<file path="src/rtl/dac_pkg.sv">
// Package for the dual converter status and mode control block.
// Assumes an 8-bit special function register bus inside the core.
package dac_pkg;

   // Register addresses on the special function register bus
   localparam logic [7:0] MODE_ADDR = 8'hd1;  // Mode register
   localparam logic [7:0] STAT_ADDR = 8'hd8;  // Status register, bit addressable

   // Values after reset
   localparam logic [7:0] MODE_RST = 8'h00;
   localparam logic [7:0] STAT_RST = 8'h00;

   // Mode register fields
   localparam int MODE_PRI_EN_BIT = 5;
   localparam int MODE_AUX_EN_BIT = 4;
   localparam int MODE_FLD_LSB    = 0;
   localparam logic [7:0] MODE_WMASK = 8'h37;  // Writable bits

   // Status register fields
   localparam int STAT_PRI_RDY_BIT = 7;
   localparam int STAT_AUX_RDY_BIT = 6;
   localparam int STAT_CAL_BIT     = 5;
   localparam int STAT_NOREF_BIT   = 4;
   localparam int STAT_PRI_ERR_BIT = 3;
   localparam int STAT_AUX_ERR_BIT = 2;

   // Result width of each converter
   localparam int RES_W = 16;
   localparam logic [15:0] RES_ONES = 16'hffff;
   localparam logic [15:0] RES_ZERO = 16'h0000;

   // Operating modes
   typedef enum logic [2:0] {
      MD_PDOWN  = 3'b000,
      MD_IDLE   = 3'b001,
      MD_SINGLE = 3'b010,
      MD_CONT   = 3'b011,
      MD_ZS_INT = 3'b100,
      MD_FS_INT = 3'b101,
      MD_ZS_SYS = 3'b110,
      MD_FS_SYS = 3'b111
   } dac_mode_t;

   // Register bus request
   typedef struct packed {
      logic       rd;      // Byte read strobe
      logic       wr;      // Byte write strobe
      logic       bit_wr;  // Single bit write strobe
      logic [7:0] addr;    // Register address
      logic [2:0] bit_sel; // Bit select for bit writes
      logic [7:0] wdata;   // Byte data, bit 0 carries the bit value
   } dac_bus_req_t;

   // Event report from one converter core
   typedef struct packed {
      logic             done;      // Conversion or calibration finished
      logic             cal;       // Finished cycle was a calibration
      logic             cal_fail;  // Calibration could not update coefficients
      logic             use_xref;  // Converter runs on the external reference
      logic [RES_W-1:0] raw;       // Unclamped result
      logic             ovr;       // Raw result over range
      logic             und;       // Raw result under range
   } dac_conv_evt_t;

   // Control from this block to one converter core
   typedef struct packed {
      logic      pwr_en;   // Converter powered
      logic      hold_rst; // Filter and modulator held in reset
      logic      clk_en;   // Modulator clocks running
      logic      restart;  // One-cycle reset pulse
      dac_mode_t mode;     // Mode seen by the converter
   } dac_conv_ctl_t;

endpackage

</file>
<file path="src/rtl/dac_res_path.sv">
// Result and coefficient write path of one converter.
// Assumes the converter core reports events as dac_conv_evt_t.
`timescale 1ns/1ps
module dac_res_path (
   input  wire logic              clk_i,
   input  wire logic              sys_rst_i,
   input  wire logic              ce_i,
   input  wire dac_pkg::dac_conv_evt_t evt_i,
   input  wire logic              rdy_i,     // Ready flag currently set
   input  wire logic              noref_i,   // Missing reference flag
   output logic                   res_we_o,  // Result register updated
   output logic                   cal_we_o,  // Coefficients updated
   output logic                   clamp_o,   // Stored result was clamped
   output logic [15:0]            result_o   // Stored result
);
   import dac_pkg::*;

   logic [15:0] result_q;  // Held result
   logic        conv_ok;    // Conversion may store
   logic        force_one;  // Reference missing, force full scale
   logic [15:0] clamped;    // Value after clamping
   logic        clip;       // Clamp happened

   // Stores are blocked while ready is still set
   assign conv_ok   = evt_i.done & ~evt_i.cal & ~rdy_i;               // RULE_03
   assign force_one = noref_i & evt_i.use_xref;                       // RULE_08
   assign clamped   = (force_one | evt_i.ovr) ? RES_ONES :
                      (evt_i.und ? RES_ZERO : evt_i.raw);
   assign clip      = force_one | evt_i.ovr | evt_i.und;
   assign res_we_o  = conv_ok;
   assign clamp_o   = conv_ok & clip;                                  // RULE_09
   assign cal_we_o  = evt_i.done & evt_i.cal & ~evt_i.cal_fail & ~rdy_i; // RULE_03
   assign result_o  = result_q;

   // Result register
   always_ff @(posedge clk_i or posedge sys_rst_i) begin
      if (sys_rst_i) begin
         result_q <= RES_ZERO;
      end else if (ce_i && conv_ok) begin
         result_q <= clamped;
      end
   end
endmodule

</file>
<file path="src/rtl/dac_conv_ctl.sv">
// Per-converter control decode: power, reset hold and restart.
// Assumes mode and enable come from the mode register.
`timescale 1ns/1ps
module dac_conv_ctl (
   input  wire logic               en_i,      // Converter enable bit
   input  wire dac_pkg::dac_mode_t mode_i,    // Operating mode field
   input  wire logic               restart_i, // Mode field written
   output dac_pkg::dac_conv_ctl_t  ctl_o
);
   import dac_pkg::*;

   logic active;  // Enabled and not powered down
   assign active = en_i & (mode_i != MD_PDOWN);                 // RULE_13
   assign ctl_o.pwr_en   = active;
   assign ctl_o.hold_rst = ~active | (mode_i == MD_IDLE);       // RULE_16
   assign ctl_o.clk_en   = active;                              // RULE_16
   assign ctl_o.restart  = restart_i;                           // RULE_20
   assign ctl_o.mode     = active ? mode_i : MD_PDOWN;          // RULE_15
endmodule

</file>
<file path="src/rtl/dac_ctrl.sv">
// Status and mode control for a primary and an auxiliary converter.
// Assumes a byte-wide register bus with read and write strobes and
// a bit-write strobe for the bit addressable status register.
`timescale 1ns/1ps

// Overview of operation
// RULE_01 - Primary done sets status bit 7
// RULE_02 - Primary ready cleared by software or mode write; code clears it only on single, continuous or calibration mode writes
// RULE_03 - Ready set blocks result and coefficient writes
// RULE_04 - Bit 6 is auxiliary ready, same behaviour
// RULE_05 - Any calibration finish sets bit 5
// RULE_06 - Calibration flag cleared only by mode write
// RULE_07 - Bit 4 shows bad reference while active
// RULE_08 - Bad external reference forces result ones
// RULE_09 - Clamped primary result sets bit 3
// RULE_10 - Failed calibration also sets primary error
// RULE_11 - Mode write clears primary error; code clears it only on single, continuous or calibration mode writes
// RULE_12 - Bit 2 is auxiliary error, same behaviour
// RULE_13 - Mode bit 5 enables primary converter
// RULE_14 - Mode bit 4 enables auxiliary converter
// RULE_15 - Mode field zero is power-down, default
// RULE_16 - Idle holds filter reset, clocks run
// RULE_17 - Single mode converts exactly once
// RULE_18 - Single done stores, then field returns zero
// RULE_19 - Continuous mode keeps updating results
// RULE_20 - Any mode field write resets both
// RULE_21 - Calibration write clears ready, ends at zero
// RULE_22 - Reserved bits ignore writes, read zero
module dac_ctrl (
   input  wire logic                   clk_i,
   input  wire logic                   sys_rst_i,
   input  wire logic                   ce_i,         // Clock enable, freezes state
   input  wire dac_pkg::dac_bus_req_t  bus_i,        // Register bus request
   output logic [7:0]                  rdata_o,      // Read data
   output logic                        rsel_o,       // Address hits a register
   input  wire dac_pkg::dac_conv_evt_t pri_evt_i,    // Primary converter events
   input  wire dac_pkg::dac_conv_evt_t aux_evt_i,    // Auxiliary converter events
   input  wire logic                   ref_bad_i,    // Reference detector output
   output dac_pkg::dac_conv_ctl_t      pri_ctl_o,    // Primary converter control
   output dac_pkg::dac_conv_ctl_t      aux_ctl_o,    // Auxiliary converter control
   output logic [15:0]                 pri_result_o, // Primary result
   output logic [15:0]                 aux_result_o, // Auxiliary result
   output logic                        pri_cal_we_o, // Primary coefficient write
   output logic                        aux_cal_we_o  // Auxiliary coefficient write
);
   import dac_pkg::*;

   // Decode of one address hit with a strobe
   function automatic logic hit(input logic [7:0] a, input logic [7:0] target,
                                input logic strobe);
      hit = strobe & (a == target);
   endfunction

   logic [7:0] mode_q;       // Mode register
   logic [7:0] mode_d;
   logic [5:0] stat_q;       // Status bits 7..2 (bit 0 here is status bit 2)
   logic [5:0] stat_d;
   logic [1:0] pend_q;       // Converters still owing a first result after a single, continuous or calibration start
   logic [1:0] pend_d;

   // Bus decode
   logic mode_wr;      // Byte write to mode register
   logic stat_wr;      // Byte write to status register
   logic stat_bwr;     // Bit write to status register
   logic mode_rd;
   logic stat_rd;
   assign mode_wr  = hit(bus_i.addr, MODE_ADDR, bus_i.wr);
   assign stat_wr  = hit(bus_i.addr, STAT_ADDR, bus_i.wr);
   assign stat_bwr = hit(bus_i.addr, STAT_ADDR, bus_i.bit_wr);
   assign mode_rd  = hit(bus_i.addr, MODE_ADDR, bus_i.rd);
   assign stat_rd  = hit(bus_i.addr, STAT_ADDR, bus_i.rd);
   assign rsel_o   = (bus_i.addr == MODE_ADDR) | (bus_i.addr == STAT_ADDR);

   // Mode write content
   dac_mode_t new_mode;
   logic      new_is_cal;
   logic      new_starts;   // Written code starts a conversion or calibration
   assign new_mode   = dac_mode_t'(bus_i.wdata[2:0]);
   assign new_is_cal = bus_i.wdata[2];
   assign new_starts = (new_mode == MD_SINGLE) | (new_mode == MD_CONT) | new_is_cal;

   // Current mode
   dac_mode_t cur_mode;
   logic      cur_is_cal;
   logic      pri_en;
   logic      aux_en;
   assign cur_mode   = dac_mode_t'(mode_q[2:0]);
   assign cur_is_cal = mode_q[2];
   assign pri_en     = mode_q[MODE_PRI_EN_BIT];                 // RULE_13
   assign aux_en     = mode_q[MODE_AUX_EN_BIT];                 // RULE_14

   // Converter control decode
   logic mode_rst;   // Any write to the mode field restarts both
   assign mode_rst = mode_wr & ce_i;                            // RULE_20

   dac_conv_ctl u_pri_ctl (
      .en_i      (pri_en),
      .mode_i    (cur_mode),
      .restart_i (mode_rst),
      .ctl_o     (pri_ctl_o)
   );

   dac_conv_ctl u_aux_ctl (
      .en_i      (aux_en),
      .mode_i    (cur_mode),
      .restart_i (mode_rst),
      .ctl_o     (aux_ctl_o)
   );

   // Reference flag only while a converter is active
   logic any_active;
   logic noref;
   assign any_active = (pri_en | aux_en) & (cur_mode != MD_PDOWN);
   assign noref      = ref_bad_i & any_active;                  // RULE_07

   // Events are ignored unless the converter runs in a converting mode
   logic runs;
   dac_conv_evt_t pri_evt;
   dac_conv_evt_t aux_evt;
   assign runs = (cur_mode == MD_SINGLE) | (cur_mode == MD_CONT) | cur_is_cal;
   always_comb begin
      pri_evt      = pri_evt_i;
      aux_evt      = aux_evt_i;
      // Single mode takes one result per converter
      pri_evt.done = pri_evt_i.done & pri_en & runs &
                     ((cur_mode != MD_SINGLE) | pend_q[0]);     // RULE_17
      aux_evt.done = aux_evt_i.done & aux_en & runs &
                     ((cur_mode != MD_SINGLE) | pend_q[1]);     // RULE_17
      pri_evt.cal  = cur_is_cal;
      aux_evt.cal  = cur_is_cal;
   end

   // Result paths
   logic pri_res_we;
   logic aux_res_we;
   logic pri_clamp;
   logic aux_clamp;

   dac_res_path u_pri_res (
      .clk_i     (clk_i),
      .sys_rst_i (sys_rst_i),
      .ce_i      (ce_i),
      .evt_i     (pri_evt),
      .rdy_i     (stat_q[5]),
      .noref_i   (noref),
      .res_we_o  (pri_res_we),
      .cal_we_o  (pri_cal_we_o),
      .clamp_o   (pri_clamp),
      .result_o  (pri_result_o)
   );

   dac_res_path u_aux_res (
      .clk_i     (clk_i),
      .sys_rst_i (sys_rst_i),
      .ce_i      (ce_i),
      .evt_i     (aux_evt),
      .rdy_i     (stat_q[4]),
      .noref_i   (noref),
      .res_we_o  (aux_res_we),
      .cal_we_o  (aux_cal_we_o),
      .clamp_o   (aux_clamp),
      .result_o  (aux_result_o)
   );

   // Cycle completion per converter
   logic pri_fin;
   logic aux_fin;
   logic pri_cal_err;
   logic aux_cal_err;
   assign pri_fin     = pri_evt.done & ~stat_q[5];
   assign aux_fin     = aux_evt.done & ~stat_q[4];
   assign pri_cal_err = pri_fin & cur_is_cal & pri_evt_i.cal_fail;  // RULE_10
   assign aux_cal_err = aux_fin & cur_is_cal & aux_evt_i.cal_fail;  // RULE_12

   // Pending single, continuous or calibration work after this cycle
   logic [1:0] pend_left;
   assign pend_left = pend_q & ~{aux_fin, pri_fin};
   assign pend_d    = mode_wr ? ({bus_i.wdata[MODE_AUX_EN_BIT], bus_i.wdata[MODE_PRI_EN_BIT]}
                                 & {2{new_starts}})
                              : pend_left;

   // Mode register next value
   logic one_shot;   // Current mode finishes by returning to power-down
   assign one_shot = (cur_mode == MD_SINGLE) | cur_is_cal;
   always_comb begin
      mode_d = mode_q;
      if (mode_wr) begin
         mode_d = bus_i.wdata & MODE_WMASK;                     // RULE_22
      end else if (one_shot && (pend_q != 2'b00) && (pend_left == 2'b00)) begin
         mode_d[2:0] = MD_PDOWN;                                // RULE_18 RULE_21
      end
   end

   // Status next value: software clears, then hardware sets win
   logic [5:0] sw_clr;   // Bits cleared by software or mode write
   logic [5:0] hw_set;   // Bits set by hardware this cycle
   always_comb begin
      sw_clr = 6'h00;
      if (stat_wr) begin
         // Only ready bits are writable; writing zero clears
         sw_clr[5] = ~bus_i.wdata[STAT_PRI_RDY_BIT];            // RULE_02
         sw_clr[4] = ~bus_i.wdata[STAT_AUX_RDY_BIT];            // RULE_04
      end
      if (stat_bwr && !bus_i.wdata[0]) begin
         sw_clr[5] = (bus_i.bit_sel == 3'(STAT_PRI_RDY_BIT));   // RULE_02
         sw_clr[4] = (bus_i.bit_sel == 3'(STAT_AUX_RDY_BIT));   // RULE_04
      end
      if (mode_wr && (new_starts || new_is_cal)) begin
         sw_clr[5] = 1'b1;                                      // RULE_02 RULE_21
         sw_clr[4] = 1'b1;                                      // RULE_04 RULE_21
         sw_clr[3] = 1'b1;                                      // RULE_06
         sw_clr[1] = 1'b1;                                      // RULE_11
         sw_clr[0] = 1'b1;                                      // RULE_12
      end
      hw_set    = 6'h00;
      hw_set[5] = pri_fin;                                      // RULE_01
      hw_set[4] = aux_fin;                                      // RULE_04
      hw_set[3] = (pri_fin | aux_fin) & cur_is_cal;             // RULE_05
      hw_set[1] = (pri_res_we & pri_clamp) | pri_cal_err;       // RULE_09 RULE_10
      hw_set[0] = (aux_res_we & aux_clamp) | aux_cal_err;       // RULE_12
      stat_d    = (stat_q & ~sw_clr) | hw_set;
      stat_d[2] = 1'b0;   // Reference flag is live, not stored
   end

   // Register state
   always_ff @(posedge clk_i or posedge sys_rst_i) begin
      if (sys_rst_i) begin
         mode_q <= MODE_RST;                                    // RULE_15
         stat_q <= STAT_RST[7:2];
         pend_q <= 2'b00;
      end else if (ce_i) begin
         mode_q <= mode_d;                                      // RULE_19
         stat_q <= stat_d;
         pend_q <= pend_d;
      end
   end

   // Read data, reserved bits read zero
   logic [7:0] stat_view;
   assign stat_view = {stat_q[5:3], noref, stat_q[1:0], 2'b00}; // RULE_07 RULE_22
   assign rdata_o   = mode_rd ? mode_q : (stat_rd ? stat_view : 8'h00);
endmodule

</file>
<file path="config.mk">
export PLATFORM = sky130hd
export DESIGN_NAME = dac_ctrl
export DESIGN_NICKNAME = d
export VERILOG_FILES = /design/src/rtl/dac_pkg.sv /design/src/rtl/dac_res_path.sv /design/src/rtl/dac_conv_ctl.sv /design/src/rtl/dac_ctrl.sv
export SDC_FILE = /design/constraint.sdc
export NUM_CORES = 1
export LEC_CHECK = 0
export BUFFER_PORTS_ARGS = -buffer_cell sky130_fd_sc_hd__buf_2
export CAP_MARGIN = 5
export CORE_ASPECT_RATIO = 1.1
export CORE_MARGIN = 2
export CORE_UTILIZATION = 40
export CTS_CLUSTER_DIAMETER = 30
export CTS_CLUSTER_SIZE = 10
export DETAILED_ROUTE_END_ITERATION = 10
export PLACE_DENSITY = 0.76
export SLEW_MARGIN = 15
export SYNTH_ARGS = -nofsm -noshare
export SYNTH_HDL_FRONTEND = slang
export SYNTH_SLANG_ARGS = --single-unit
</file>
<file path="constraint.sdc">
create_clock -name clk_i -period 4.3 [get_ports clk_i]
set_input_delay 0.86 -clock clk_i [delete_from_list [all_inputs] [get_ports clk_i]]
set_output_delay 0.86 -clock clk_i [all_outputs]
set_load 0.005 [all_outputs]
</file>
* Word-level counts from Yosys, hierarchy flattened *
Index checks and enable logic that the tools add are counted.

storage, ports and cells
  register bits after elaboration = 44
  output and inout port bits = 57
  bits of input ports = 70

operators by class
  reduce and logical (&&, ||, !) cells = 14
  muxes and demuxes = 15
  equal/unequal tests = 10
  bitwise operators = 72

operators by type and width
  operator              number
  $mux W16              4
  $and A1 B1 Y1         39
  $or A1 B1 Y1          18
  $eq A8 B8 Y1 const B  2
  $mux W8               2
  $mux W3               5
  $eq A3 B2 Y1 const B  4
  $not A1 Y1            9
  $mux W2               4
  $and A6 B6 Y6         1
  $eq A3 B3 Y1 const B  2
  $logic_and A1 B1 Y1   6
  $not A6 Y6            1
  $or A6 B6 Y6          1
  $and A2 B2 Y2         2
  $reduce_and A2 Y1     2
  $reduce_bool A2 Y1    2
  $eq A3 B1 Y1 const B  1
  $ne A3 B2 Y1 const B  1
  $reduce_bool A3 Y1    1
  $logic_not A2 Y1      1
  $not A2 Y2            1
  $logic_not A1 Y1      1
  $logic_or A1 B1 Y1    1

* Logic depth before layout (Yosys ltp) *
  depth in word-level cells = 12
  mapped depth = 7

* Modules after synthesis *
A second synthesis with hierarchy kept.

second synthesis, totals
  cell total of the unflattened synthesis = 272
  area, all modules = 2,531.2 um2

modules (own cells, without submodules)
  module        cells an instance  seq. area each (um2)  instances  area an instance (um2)
  dac_res_path  78                 400.4                 2          792.0
  dac_ctrl      100                300.3                 1          834.6
  dac_conv_ctl  8                  0.0                   2          56.3

* Least setup slack after synthesis *
OpenSTA, ideal clock, no wires.

  path kind = input-to-output
  start = in bus_i[12] in the netlist's numbering
  end = out aux_ctl_o[3] in the netlist's numbering
  data required time = 3.440 ns
  data arrival time = 1.823 ns
  buffers on the path = 1
  setup slack = 1.617 ns
  cell stages on the path = 4
  cell sequence = nor4b_2 -> and2_1 -> and3_1 -> buf_4

between the ends
  longest elaborated chain between the ends = 3

RTL lines
  what           line            source
  from (decl)    dac_ctrl.sv:33  input wire dac_pkg::dac_bus_req_t bus_i,
  $eq A8 B8 Y1   dac_ctrl.sv:51  hit = strobe & (a == target);
  $and A1 B1 Y1  dac_ctrl.sv:51
  $and A1 B1 Y1  dac_ctrl.sv:94  assign mode_rst = mode_wr & ce_i;
  to (decl)      dac_ctrl.sv:40  output dac_pkg::dac_conv_ctl_t aux_ctl_o,

No other way between the ends.

==> out/results.ini <==
[floorplanning]
start_util_pct = 40.8
die-area_um2 = 6440
die-width_um = 76.7
ios = 127
core_area_um2 = 5700
rows = 29
dieHeight_um = 84.0

[global_route]
grt_pass1_vias = 2158
grt.busiest_layer = met2
grt_overflow = 0
grtUsageTotal_pct = 18.8
grt_util_met2_pct = 33.2
grt_max_degree = 45
grt_use_met3_pct = 4.65
use_met1_pct = 22.3
grt_pass1_wl_mm = 9.78
antenna_found_initial = 0

[power]
p_leak_nw = 1.57
ir_worst_vdd_mv = 0.250
total_power_w = 0.000976
power-per-cell-area_nw_per_um2 = 322

[yosys]
synth_cells = 224
synth_seq_area_share_pct = 47.4
yosys_register_bits = 44
synth_fp_nets = 294
netlist-cell-type-count = 43
synth.most_common_cell = dfrtp_1
syn_area_um2 = 2320
yosysTopAreaCell = dfrtp_1
ys_async_sr_fraction_pct = 100
synth_edf_count = 0
synth-main-ff-cell = dfrtp_1
synth_area_leaders = dfrtp_1 (47%), o22a_1 (12%), nor2b_1 (10%)
synthTopCellsByCount = dfrtp_1 (44), nor2b_1 (37), o22a_1 (32)
yosysTopAreaCellShare_pct = 47.4
yosysWarningCount = 0
avgSynthCellArea_um2 = 10.4

[worst_setup_path]
required_ns = 3.44
reg2reg_from = mode_q[2]
critPathTopFamily = simple AND/OR/NAND/NOR gates
start_kind = primary input
rr_endpoint = u_pri_res.result_o[13]
r2r_cells = 4
crit_path_end_kind = output pin
worst-path-buf-inv = 2
cp_common_cell = buf_2
path_cells = buf_2 > nor4b_2 > and2_1 > and3_1 > buf_2
reg2reg_slack_ns = 1.94
crit_type = primary input to output pin
max_stage_delay_ns = 0.49
cp_slowest_cell = nor4b_2
cp_max_fo = 6
critPathArrivalTime_ns = 2.10

[cts]
cts_root_buf = clkbuf_8
ctsResizeCount = 0
cts_buffers = 5
cts_hold_buf = 0
cts_buffer_depth = 2
clkTransAtPathRegs_ns = 0.08
postCtsSetupBuffers = 0
clock_latency_ns = 0.29
htreeDepth = 2
cts_tree = built
cts_sinks = 44

[routing]
wirelength_mm = 5.83
via_per_inst = 5.18
ant_nets = 0
drt_first_pass_iters = 4
wl_per_cell_um = 14.0
vias = 2154
drc = 0
drt_first_iter_violations = 119

[hold_path]
hold_end = stat_q[3]
hold_path.class = flop to flop
whs_path_depth = 1
hp-start = stat_q[3]

[sta]
relSlewSlack_pct = 27.8
tns_ns = 0
clock.fmax_mhz = 338
period_share_pct = 68.9
finalClockSkew_ns = 0.00321
setup_viol = 0
rsz0062_at_grt = no
worst_pin_slew_ns = 1.08
drv_slew = 0
hold_viol = 0
fin_crit_ns = 2.96

[cells_and_area]
final_nets = 408
instances_no_fill = 416
nFillCells = 560
antenna_cells = 0
drive_gt1_share_pct = 41.0
area_growth_pct = 30.4

[placement]
gp_congestion = 0.822
numPortBuffers = 123
placed_cells = 408
hpwlAfterDp_mm = 4.39

[job]
maxCapViolCount = 0

[status]
status = complete, no violations

-- registers in the layout, summed over array words and instances, names as in the netlist --
signal	flops
u_pri_res.result_o	16
stat_q	5
pend_q	2
mode_q	5
u_aux_res.result_o	16
-- layout make-up --
| cell class | instances | area, µm² | share of cell area, % |
|---|---|---|---|
| clock buffer | 8 | 90.1 | 2.97 |
| tap | 77 | 96.3 | 3.18 |
| timing repair buffer | 123 | 616 | 20.3 |
| multi-input combinational | 154 | 1090 | 36.0 |
| inverter | 10 | 37.5 | 1.24 |
| sequential | 44 | 1100 | 36.3 |
-- layer usage --
layer  part of all wire, %  vias up
met5                     0        -
met3                   7.8        8
met2                    49       87
met1                    41     1020
li1                      -     1039
met4                   1.7        0
-- through the flow --
stage	setup WS, ns	util (%)	hold slack, ns	instance area [µm²]
after global placement	1.37	51.6	0.463	2940
after global routing	1.19	53.2	0.523	3030
after floorplan	1.62	-	0.450	2320
final	1.34	53.2	0.494	3030
after detailed placement	1.33	51.6	0.477	2940
after CTS	1.33	53.2	0.496	3030
-- cells by family (layout without fill, tap and decap cells) --
logic type	after synthesis	count (layout)	synth area share (%)
AOI/OAI and AO/OA	62	62	21.6
and+or+nand+nor	90	90	24.4
muxes	2	2	0.969
DFF	44	44	47.4
buffers and inverters	26	141	5.71
-- power breakdown --
part	switching (W)	internal, W	leakage, nW
sequential	0.0000654	0.000459	0.580
combinational	0.0000850	0.000101	0.946
clock	0.000134	0.000131	0.0455
total	0.000284	0.000692	1.57
-- worst max path at each step --
stage	from	endpoint	cells after the start
floorplan	bus_i[12]	aux_ctl_o[3]	4
global placement	bus_i[12]	pri_ctl_o[3]	5
detailed placement	bus_i[12]	aux_ctl_o[3]	5
CTS	bus_i[12]	aux_ctl_o[3]	5
global route	bus_i[12]	pri_ctl_o[3]	5
finish	bus_i[12]	aux_ctl_o[3]	5
-- worst register-to-register path, delay by kind of cell, from the launching register on --
family          cells  cell delay (ns)
simple gates        2             1.21
flops               1             0.71
compound gates      2             0.39
-- cells in the final DEF (no fill, tap or decap), types with 2 or more instances in the layout --
master / count
nand3_1: 3
and2_1: 7
o22a_1: 32
o21a_1: 2
inv_1: 9
or4b_1: 2
a22oi_1: 3
a32oi_1: 3
clkbuf_1: 2
o21ai_0: 7
mux2_2: 2
or2_2: 2
buf_2: 123
nand2b_1: 3
and3_1: 7
clkbuf_8: 6
nor2b_1: 37
a21oi_1: 3
dfrtp_1: 44
o2bb2ai_1: 3
nor3_2: 3
nand2_1: 4
nand4_1: 3
nand3b_1: 2
nor2_1: 9
Power figures use the tool's default switching activity.
